### config.mk
export PLATFORM = sky130hd
export DESIGN_NAME = hpc_strap_sin
export DESIGN_NICKNAME = d
export VERILOG_FILES = /design/src/hpc_pkg.sv /design/src/hpc_strap_sin.sv
export VERILOG_INCLUDE_DIRS = /design/src /design/src/src
export SDC_FILE = /design/constraint.sdc
export NUM_CORES = 1
export LEC_CHECK = 0
export ABC_AREA = 0
export BUFFER_PORTS_ARGS = -buffer_cell sky130_fd_sc_hd__buf_2
export CAP_MARGIN = 15
export CORE_MARGIN = 1
export CORE_UTILIZATION = 47
export CTS_CLUSTER_DIAMETER = 100
export DETAILED_ROUTE_END_ITERATION = 8
export GPL_ROUTABILITY_DRIVEN = 0
export HOLD_SLACK_MARGIN = 0.12
export PLACE_DENSITY_LB_ADDON = 0.15
export SYNTH_ARGS = -nofsm -noshare
export SYNTH_HDL_FRONTEND = slang
export SYNTH_SLANG_ARGS = --single-unit
### constraint.sdc
create_clock -name ref_clk -period 2.13 [get_ports ref_clk]
set_input_delay 0.1065 -clock ref_clk [delete_from_list [all_inputs] [get_ports ref_clk]]
set_output_delay 0.1065 -clock ref_clk [all_outputs]
set_load 0.02 [all_outputs]
### src/hpc_map.svh
// offsets, field positions, reset values and counts of the hot-plug strap and input block
`ifndef HPC_MAP_SVH
`define HPC_MAP_SVH
`define HPC_CTRL_OFF 8'h00
`define HPC_STAT_OFF 8'h04
`define HPC_CTRL_RST 12'h000
`define HPC_CTRL_W 12
`define HPC_F_PWREN 0
`define HPC_F_CLKEN 2
`define HPC_F_BUSEN 4
`define HPC_F_SLRST 6
`define HPC_F_PLED 8
`define HPC_F_ALED 10
`define HPC_CLK_LSB 6'd1
`define HPC_CLK_MSB 6'd2
`define HPC_CLK_RSV 6'd3
`define HPC_CLK_LAST 6'd47
`define HPC_CH_INT 2'h0
`define HPC_CH_NINT 2'h1
`define HPC_CH_DIAG1 2'h2
`define HPC_CH_DIAG2 2'h3
`define HPC_SYNC_W 25
`define HPC_HTRANS_NONSEQ 2'h2
`define HPC_HTRANS_SEQ 2'h3
`endif

### src/hpc_pkg.sv
// types of the hot-plug strap and input block
package hpc_pkg;
  typedef enum logic [2:0] {MODE_OFF, MODE_OPER, MODE_NAND, MODE_TRI, MODE_RSVD} hpc_mode_t;
  typedef enum logic [1:0] {SER_IDLE, SER_ADDR, SER_SHIFT} hpc_ser_t;
endpackage : hpc_pkg

### src/hpc_strap_sin.sv
// power-on mode strapping and serial input status channels of a dual-slot hot-plug controller
// What this block does
// (RQ1) at power-good rise, test 0 and both mode straps 1 give operational mode
// (RQ2) test 1 at rise: straps 00 give NAND tree, high 0 low 1 tri-state
// (RQ3) straps are read from the shared serial pins only at power-good rise
// (RQ4) power-good high with test 1: indicators show power enable and combined fault, except in tri-state mode where both are driven low
// (RQ5) operational mode lets one controller reach cascaded devices over four channel groups
// (RQ6) controller sends start low, address LSB, MSB, reserved, then holds line high to 47
// (RQ7) channel address 00 interrupt, 01 non-interrupt, 10 diagnostic one, 11 diagnostic two
// (RQ8) cascade input data shifts through this device toward its serial data-out pin
// (RQ9) channel 00 bits 0/8 interlock open, 3/11 and 4/12 presence, 5-7 reserved
// (RQ10) channel 00 bits 1 and 9 report attention button pushed
// (RQ11) channel 00 bits 2 and 10 report combined main and aux supply fault
// (RQ12) channel 01 bits 0-3 and 8-11: M66EN, cap1, cap2, aux fault
// (RQ13) stream bits beyond 15 carry downstream slot bytes from the cascade input
// (RQ14) boards must not strap reserved combinations; their behaviour is undefined
// (RQ15) capability pin: grounded 00, pull-down 01, open 11
// (RQ16) latched mode straps read back per slot in diagnostic channel two
// (RQ17) serial interface runs only while power-good is asserted
//
// Decided for this implementation: the register addresses and the AHB-Lite interface to the registers.
`timescale 1ns/100ps
`include "hpc_map.svh"
module hpc_strap_sin (
  // clock and reset
  input wire logic ref_clk,
  input wire logic reset_n,
  // ahb-lite slave
  input wire logic hsel,
  input wire logic [31:0] haddr,
  input wire logic [1:0] htrans,
  input wire logic hwrite,
  input wire logic [2:0] hsize,
  input wire logic [31:0] hwdata,
  input wire logic hready,
  output logic hreadyout,
  output logic hresp,
  output logic [31:0] hrdata,
  // power and straps
  input wire logic main_power_valid,
  input wire logic test_strap,
  // shared strap / serial pins
  input wire logic serial_out_chain_output_i,
  output logic serial_out_chain_output_o,
  output logic serial_out_chain_output_oe,
  input wire logic serial_in_chain_output_i,
  output logic serial_in_chain_output_o,
  output logic serial_in_chain_output_oe,
  // serial input link
  input wire logic serial_input_clock,
  input wire logic channel_select_line,
  input wire logic serial_in_cascade_input,
  // slot inputs, index 0 slot A, 1 slot B
  input wire logic [1:0] interlock_contact,
  input wire logic [1:0] button_pushed,
  input wire logic [1:0] main_supply_fault,
  input wire logic [1:0] aux_supply_fault,
  input wire logic [1:0] present2,
  input wire logic [1:0] present1,
  input wire logic [1:0] m66_enable,
  input wire logic [1:0] cap_level_a,
  input wire logic [1:0] cap_level_b,
  // indicators
  output logic [1:0] power_indicator,
  output logic [1:0] attention_indicator
);

  // capability pin level 0 grounded, 1 pull-down, 2 or 3 open
  function automatic logic [1:0] cap_decode(input logic [1:0] lvl);
    logic [1:0] c;
    c = 2'h0;
    unique case (lvl)
      2'h0: c = 2'h0;
      2'h1: c = 2'h1;
      2'h2, 2'h3: c = 2'h3;
    endcase
    return c; // see (RQ15)
  endfunction : cap_decode

  // status byte of one slot for the chosen channel
  // slot vector: [8] present1 [7] present2 [6] interlock [5] button [4] main fault [3] aux fault
  // [2] m66 enable, [1:0] capability pin level
  function automatic logic [7:0] slot_byte(input logic [1:0] ch, input logic [8:0] s, input logic [5:0] st,
                                           input logic [1:0] straps);
    logic [7:0] b;
    b = 8'h00;
    unique case (ch)
      `HPC_CH_INT: b = {3'h0, s[8], s[7], s[4] | s[3], s[5], s[6]}; // see (RQ9) (RQ10) (RQ11)
      `HPC_CH_NINT: b = {4'h0, s[3], cap_decode(s[1:0]), s[2]}; // see (RQ12)
      `HPC_CH_DIAG1: b = {1'b0, st, 1'b1};
      `HPC_CH_DIAG2: b = {5'h00, 1'b1, straps}; // see (RQ16)
    endcase
    return b;
  endfunction : slot_byte

  // per slot: present1, present2, interlock, button, main fault, aux fault, m66, capability level
  // two-flop synchronisers for every pin input
  logic [`HPC_SYNC_W-1:0] sync1_reg;
  logic [`HPC_SYNC_W-1:0] sync2_reg;
  logic [`HPC_SYNC_W-1:0] raw_in;
  assign raw_in = {main_power_valid, test_strap, serial_out_chain_output_i, serial_in_chain_output_i,
                   serial_input_clock, channel_select_line, serial_in_cascade_input,
                   present1[1], present2[1], interlock_contact[1], button_pushed[1], main_supply_fault[1],
                   aux_supply_fault[1], m66_enable[1], cap_level_b,
                   present1[0], present2[0], interlock_contact[0], button_pushed[0], main_supply_fault[0],
                   aux_supply_fault[0], m66_enable[0], cap_level_a};
  always_ff @(posedge ref_clk or negedge reset_n) begin
    if (!reset_n) begin
      sync1_reg <= '0;
      sync2_reg <= '0;
    end else begin
      sync1_reg <= raw_in;
      sync2_reg <= sync1_reg;
    end
  end

  logic pg_s, test_s, strap_hi_s, strap_lo_s, sic_s, sil_s, serial_in_cascade_input_s;
  logic [8:0] slot_a, slot_b;
  assign {pg_s, test_s, strap_hi_s, strap_lo_s, sic_s, sil_s, serial_in_cascade_input_s} = sync2_reg[24:18];
  assign slot_b = sync2_reg[17:9];
  assign slot_a = sync2_reg[8:0];

  // ahb-lite register slave, zero wait states
  // a read right behind a write to ctrl returns the old value; the write lands a cycle later
  logic [`HPC_CTRL_W-1:0] ctrl_reg, ctrl_next;
  logic wr_pend_reg, wr_pend_next;
  logic [7:0] wr_addr_reg, wr_addr_next;
  logic [31:0] rdata_reg, rdata_next;
  logic [31:0] status_word;
  logic take;
  assign take = hsel && hready && (htrans == `HPC_HTRANS_NONSEQ || htrans == `HPC_HTRANS_SEQ);

  // serial and mode state
  hpc_pkg::hpc_mode_t mode_reg, mode_next;
  hpc_pkg::hpc_ser_t ser_reg, ser_next;
  logic [5:0] cnt_reg, cnt_next;
  logic [1:0] ch_reg, ch_next;
  logic [1:0] straps_reg, straps_next;
  logic [15:0] shift_reg, shift_next;
  logic pg_d_reg, sic_d_reg, test_at_rise_reg, test_at_rise_next;
  logic sic_rise, pg_rise, ser_on;
  assign sic_rise = sic_s && !sic_d_reg;
  assign pg_rise = pg_s && !pg_d_reg;
  // link logic is held idle outside operational mode, so test modes never shift
  assign ser_on = pg_s && (mode_reg == hpc_pkg::MODE_OPER); // see (RQ17) (RQ5)

  assign status_word = {22'h000000, test_at_rise_reg, ser_reg != hpc_pkg::SER_IDLE, ch_reg, straps_reg,
                        1'b0, mode_reg};

  always_comb begin
    ctrl_next = ctrl_reg;
    wr_pend_next = take && hwrite;
    wr_addr_next = haddr[7:0];
    rdata_next = rdata_reg;
    if (wr_pend_reg && wr_addr_reg == `HPC_CTRL_OFF) begin
      ctrl_next = hwdata[`HPC_CTRL_W-1:0];
    end
    if (take && !hwrite) begin
      unique case (haddr[7:0])
        `HPC_CTRL_OFF: rdata_next = {20'h00000, ctrl_reg};
        `HPC_STAT_OFF: rdata_next = status_word;
        default: rdata_next = 32'h00000000;
      endcase
    end
  end

  always_ff @(posedge ref_clk or negedge reset_n) begin
    if (!reset_n) begin
      ctrl_reg <= `HPC_CTRL_RST;
      wr_pend_reg <= 1'b0;
      wr_addr_reg <= 8'h00;
      rdata_reg <= 32'h00000000;
    end else begin
      ctrl_reg <= ctrl_next;
      wr_pend_reg <= wr_pend_next;
      wr_addr_reg <= wr_addr_next;
      rdata_reg <= rdata_next;
    end
  end

  assign hreadyout = 1'b1;
  assign hresp = 1'b0;
  assign hrdata = rdata_reg;

  // per-slot state for diagnostic one: pwren, clken, busen, reset, power led, attention led
  logic [5:0] state_a, state_b;
  assign state_a = {attention_indicator[0], power_indicator[0], ctrl_reg[`HPC_F_SLRST], ctrl_reg[`HPC_F_BUSEN],
                    ctrl_reg[`HPC_F_CLKEN], ctrl_reg[`HPC_F_PWREN]};
  assign state_b = {attention_indicator[1], power_indicator[1], ctrl_reg[`HPC_F_SLRST+1],
                    ctrl_reg[`HPC_F_BUSEN+1], ctrl_reg[`HPC_F_CLKEN+1], ctrl_reg[`HPC_F_PWREN+1]};

  always_comb begin
    mode_next = mode_reg;
    straps_next = straps_reg;
    test_at_rise_next = test_at_rise_reg;
    ser_next = ser_reg;
    cnt_next = cnt_reg;
    ch_next = ch_reg;
    shift_next = shift_reg;
    if (pg_rise) begin
      // straps sampled only here; afterwards those pins carry serial data
      straps_next = {strap_hi_s, strap_lo_s}; // see (RQ3)
      test_at_rise_next = test_s;
      if (!test_s && strap_hi_s && strap_lo_s) begin
        mode_next = hpc_pkg::MODE_OPER; // see (RQ1)
      end else if (test_s && !strap_hi_s) begin
        mode_next = strap_lo_s ? hpc_pkg::MODE_TRI : hpc_pkg::MODE_NAND; // see (RQ2)
      end else begin
        mode_next = hpc_pkg::MODE_RSVD; // see (RQ14)
      end
    end else if (!pg_s) begin
      mode_next = hpc_pkg::MODE_OFF;
    end
    if (!ser_on) begin
      ser_next = hpc_pkg::SER_IDLE;
      cnt_next = 6'd0;
    end else if (sic_rise) begin
      // cascade data enters at the top and leaves through bit 0
      shift_next = {serial_in_cascade_input_s, shift_reg[15:1]}; // see (RQ8) (RQ13)
      cnt_next = cnt_reg + 6'd1;
      unique case (ser_reg)
        hpc_pkg::SER_IDLE: begin
          if (!sil_s) begin
            ser_next = hpc_pkg::SER_ADDR; // see (RQ6)
            cnt_next = 6'd0;
          end
        end
        hpc_pkg::SER_ADDR: begin
          if (cnt_next == `HPC_CLK_LSB) begin
            ch_next[0] = sil_s;
          end
          if (cnt_next == `HPC_CLK_MSB) begin
            ch_next[1] = sil_s;
          end
          if (cnt_next == `HPC_CLK_RSV) begin
            shift_next = {slot_byte(ch_reg, slot_b, state_b, straps_reg),
                          slot_byte(ch_reg, slot_a, state_a, straps_reg)}; // see (RQ7)
            ser_next = hpc_pkg::SER_SHIFT;
          end
        end
        hpc_pkg::SER_SHIFT: begin
          // leave on the last clock itself so the very next rise may carry a new start bit
          if (cnt_next == `HPC_CLK_LAST) begin
            ser_next = hpc_pkg::SER_IDLE;
          end
        end
      endcase
    end
  end

  always_ff @(posedge ref_clk or negedge reset_n) begin
    if (!reset_n) begin
      mode_reg <= hpc_pkg::MODE_OFF;
      straps_reg <= 2'h0;
      test_at_rise_reg <= 1'b0;
      ser_reg <= hpc_pkg::SER_IDLE;
      cnt_reg <= 6'd0;
      ch_reg <= 2'h0;
      shift_reg <= 16'h0000;
      pg_d_reg <= 1'b0;
      sic_d_reg <= 1'b0;
    end else begin
      mode_reg <= mode_next;
      straps_reg <= straps_next;
      test_at_rise_reg <= test_at_rise_next;
      ser_reg <= ser_next;
      cnt_reg <= cnt_next;
      ch_reg <= ch_next;
      shift_reg <= shift_next;
      pg_d_reg <= pg_s;
      sic_d_reg <= sic_s;
    end
  end

  // pin and indicator drive
  logic nand_out;
  logic [1:0] comb_fault, pled, aled;
  // nand tree spans every synced slot input plus the channel select and cascade inputs, not the link clock
  assign nand_out = ~&{slot_a, slot_b, sil_s, serial_in_cascade_input_s};
  assign comb_fault = {slot_b[4] | slot_b[3], slot_a[4] | slot_a[3]};

  always_comb begin
    pled = {ctrl_reg[`HPC_F_PLED+1], ctrl_reg[`HPC_F_PLED]};
    aled = {ctrl_reg[`HPC_F_ALED+1], ctrl_reg[`HPC_F_ALED]};
    // test strap is read live here, not the value latched at power-good rise
    if (pg_s && test_s) begin
      pled = {ctrl_reg[`HPC_F_PWREN+1], ctrl_reg[`HPC_F_PWREN]}; // see (RQ4)
      aled = comb_fault; // see (RQ4)
    end
    if (mode_reg == hpc_pkg::MODE_TRI) begin
      pled = 2'h0;
      aled = 2'h0;
    end
  end

  assign power_indicator = pled;
  assign attention_indicator = aled;
  assign serial_in_chain_output_o = (mode_reg == hpc_pkg::MODE_NAND) ? nand_out : shift_reg[0];
  assign serial_in_chain_output_oe = ser_on || (pg_s && mode_reg == hpc_pkg::MODE_NAND);
  assign serial_out_chain_output_o = 1'b0;
  assign serial_out_chain_output_oe = 1'b0;

endmodule : hpc_strap_sin

### Word level (Yosys, flattened, before mapping)

Cells that the tools add are included.

* add/subtract/negate cells: 1
* equal/unequal tests: 26
* mux-type cells: 27
* bitwise operators: 2
* reductions and logical operators: 35

Operators by type and width (count)
* $pmux W8 S4: 2
* $mux W16: 2
* $mux W6: 4
* $pmux W12 S2: 1
* $reduce_and A20 Y1: 1
* $eq A2 B2 Y1 const B: 9
* $mux W2: 9
* $pmux W2 S3: 3
* $logic_not A8 Y1: 2
* $logic_and A1 B1 Y1: 13
* $eq A6 B2 Y1 const B: 2
* $mux W3: 4
* $reduce_and A4 Y1: 3
* $ne A3 B3 Y1 const B: 3
* $eq A2 B1 Y1 const B: 4
* $eq A8 B3 Y1 const B: 1
* $logic_not A2 Y1: 4
* $add A6 B1 Y6 const B: 1
* $eq A3 B2 Y1 const B: 2
* $eq A6 B1 Y1 const B: 1
* $eq A6 B6 Y1 const B: 1
* $logic_not A1 Y1: 6
* $reduce_or A2 Y1: 2
* $eq A3 B1 Y1 const B: 1
* other kinds (7): 10

* register bits: 137
* bits of input ports: 99
* output and inout port bits: 42
* logic and storage cells: 107

### Depth between registers and ports, before layout

* word-level depth: 6
* gate-level depth with buffers: 7
* depth with buffers taken out: 7

### Worst setup path after synthesis

Ideal clock, no wire load.

* path type: reg2reg
* start point: register cnt_reg[0]
* end point: register shift_reg[13]
* library setup time: 82 ps
* arrival: 2065 ps
* required time: 2048 ps
* setup slack: -17 ps
* cell stages (with the launch flop): 7
* path buffers: 1
* period minus slack after synthesis: 2147 ps
* cell sequence: dfrtp_1 ha_1 nor4_1 o2111ai_2 buf_6 a2111o_1 a31oi_1

* word-level cells in the longest chain between the ends: 4

RTL lines
* start, declared: line hpc_strap_sin.sv:136 `logic [5:0] cnt_reg, cnt_next;`
* start signal, assigned: line hpc_strap_sin.sv:267 `cnt_reg <= cnt_next;`
* $add A6 B1 Y6: line hpc_strap_sin.sv:220 `cnt_next = cnt_reg + 6'd1;`
* $eq A6 B2 Y1 (no line)
* $mux W16: line hpc_strap_sin.sv:235 `` if (cnt_next == `HPC_CLK_RSV) begin ``
* $mux W16: line hpc_strap_sin.sv:221 `unique case (ser_reg)`
* end signal, assigned: line hpc_strap_sin.sv:269 `shift_reg <= shift_next;`
* end, declared: line hpc_strap_sin.sv:139 `logic [15:0] shift_reg, shift_next;`

Every way passes these cells.
A chain may end at the register's enable or synchronous reset.

### Worst setup path in the final report

Same ends and word-level chain as after synthesis.

==> reports/metrics.cfg <==
[cells_and_area]
mostFrequentLayoutCells = dfrtp_1, buf_2, dlygate4sd3_1
final_util_pct = 65.9
drive_gt1_share_pct = 27.0
antenna_cells = 0
layout_commonest_cell = dfrtp_1
nets = 656
nFillCells = 759
final-seq-area_um2 = 2930
area_delta_synth_final_pct = 34.6
multi_input_area_um2 = 1760

[setup_path]
worst-endpoint-arrival_ps = 2470
critical_path_class = reg2reg
r2r_slack_ps = 90
startpoint_type = flop
slowest_delay_ps = 440
worstPathCellList = buf_4, and2_4, a211oi_4, buf_4, o2111ai_4, a2111o_1, a31oi_1
critical-path-slowest-cell = a2111o_1
cp_common_cell = buf_4
crit_path_max_fanout = 8
worstSetupEndpointType = flop
crit_required_ps = 2560

[cts]
clkTransAtPathRegs_ps = 60
cts_tree = built
cts_buffers = 17
clock_sinks = 117
clockRootBuffer = clkbuf_8
h-tree-depth = 4
clk_path_buf_depth = 2
insertion_delay_ps = 510

[die]
io_pins = 141
dieArea_um2 = 10700
initial_utilization_pct = 49.0
core_um2 = 9910
fp.dieW_um = 104
num_rows = 36
die_h_um = 104

[placed_design]
place_worst_setup_slack_ps = 27.6
port_buffers = 68
dp_hpwl_um = 6860

[detailed_routing]
dr.first_iter.drc_count = 172
ant_nets = 0
first_pass_iters = 5
finalWirelength_um = 10900
viasPerCell = 5.07
vias = 3523
wire_per_inst_um = 15.6
drc = 0

[synthesis]
synth_edf_count = 0
synthFlopType = dfrtp_1
syn_area_um2 = 4860
ys_warn_count = 0
postSynthCellCount = 410
postSynth.asyncResetShare_pct = 100
synth_seq_cells = 117
ys_seq_area_share_pct = 60.3
synth_area_per_cell_um2 = 11.8
ys_types = 51

[global_routing]
antenna_found_initial = 0
grtUsageTotal_pct = 21.5
grt_pass1_vias = 3590
grt_start_max_net_pins = 67
grt_overflow = 0
grt_pass1_wl_um = 17700

[min_path]
hold_class = in2async

[power]
powerDensity_nw_per_um2 = 853
power_leakage_nw = 3.05
max-vdd-ir-drop_mv = 0.699

[timing]
layout_min_cycle_time_ps = 2040
finalClockSkew_ps = 11.1
final_hold_viol_count = 0
hold_ws_ps = 145
slew_headroom_pct = 54.6
fmax_mhz = 490
fin_crit_sh_pct = 95.8
worstMarginPinSlew_ps = 680
setup_ws_ps = 89.8
drv_slew = 0
setup_viol = 0

[flow_run]
max_cap_viol_count = 0

[run_status]
status = finished clean

[layer usage]
metal  up-vias  global-route usage, %  part of all wire, %
li1       1690                      -                    -
met3        13                   5.03                  3.6
met4         0                   7.87                  1.2
met2       105                   36.2                   50
met1      1715                   27.2                   45
met5         -                      0                    0
[per-stage QoR]
step | instances | power (mW) | instance area (um2) | TNS (ps)
floorplan | 432 | 2.66 | 4940 | 0
global placement | 609 | 2.78 | 5350 | 0
detailed placement | 609 | 2.79 | 5350 | 0
CTS | 692 | 5.63 | 6450 | 0
global route | 695 | 5.78 | 6540 | -19.7
finish | 695 | 5.57 | 6540 | 0
[final timing paths]
path	endpoint	depth (start not counted)	start
min in group ref_clk	hrdata[4]	5	hwrite
worst min-delay path	wr_pend_reg	3	reset_n
worst max register to register	shift_reg[13]	7	cnt_reg[0]
worst min register to register	sync2_reg[0]	0	sync1_reg[0]
max in group asynchronous	sync2_reg[12]	3	reset_n
worst max-delay path	shift_reg[13]	7	cnt_reg[0]
[cell families (layout without fill, tap and decap cells)]
family                   Yosys count  in the layout  synth area share (%)
multiplexers                      32             32                  7.03
adder cells (fa/ha/maj)            8              8                  2.06
AND/OR/NAND/NOR                  116            116                  12.2
XOR/XNOR                           4              4                 0.722
buffers and inverters             57            187                  6.49
other                              2             24                 0.155
AO/OA/AOI/OAI                     74             74                  11.0
flip-flops                       117            117                  60.3
[cell type report]
class	count	share of cell area [%]
Timing Repair Buffer	141	16.0
Clock inverter	13	2.26
Tap cell	133	2.55
Clock buffer	19	6.61
Multi-Input combinational cell	258	26.9
Sequential cell	117	44.8
Inverter	14	0.804
[worst max-delay path, delay by kind of cell, from the launching register on]
kind / cells / cell delay, ps
DFF: 1 / 380
buffers and inverters: 2 / 330
and+or+nand+nor: 1 / 180
AOI/OAI and AO/OA: 4 / 1060
[synth_stat cells, types with 4 or more instances]
cell,instances,area share (%)
nor3_1,7,0.72
nor2_1,15,1.2
mux2i_1,15,3.1
nand2b_1,7,0.90
or3_1,4,0.52
buf_4,24,3.7
o21ai_0,24,2.5
a21oi_1,7,0.72
nand4_1,7,0.90
a222oi_1,8,1.6
nand2_1,40,3.1
dfrtp_1,117,60
ha_1,8,2.1
clkbuf_1,12,0.93
nand3_1,7,0.72
inv_1,14,1.1
mux2_2,17,3.9
nor2b_1,7,0.90
nor4_1,4,0.52
and2_1,6,0.77
a31oi_1,8,1.0
[repair_timing]
| item | in CTS | in global routing |
|---|---|---|
| hold buffers | 51 | 0 |
| setup buffers | 0 | 3 |
| setup endpoints to repair | 0 | 15 |
| resized for setup | 0 | 13 |
| hold endpoints to repair | 164 | 0 |
[report_power, final]
part           internal, mW  switching, mW
logic                 0.189          0.203
registers              2.35         0.0848
clock network          1.71           1.04
total                  4.25           1.32
(Power assumes the default switching activity.)
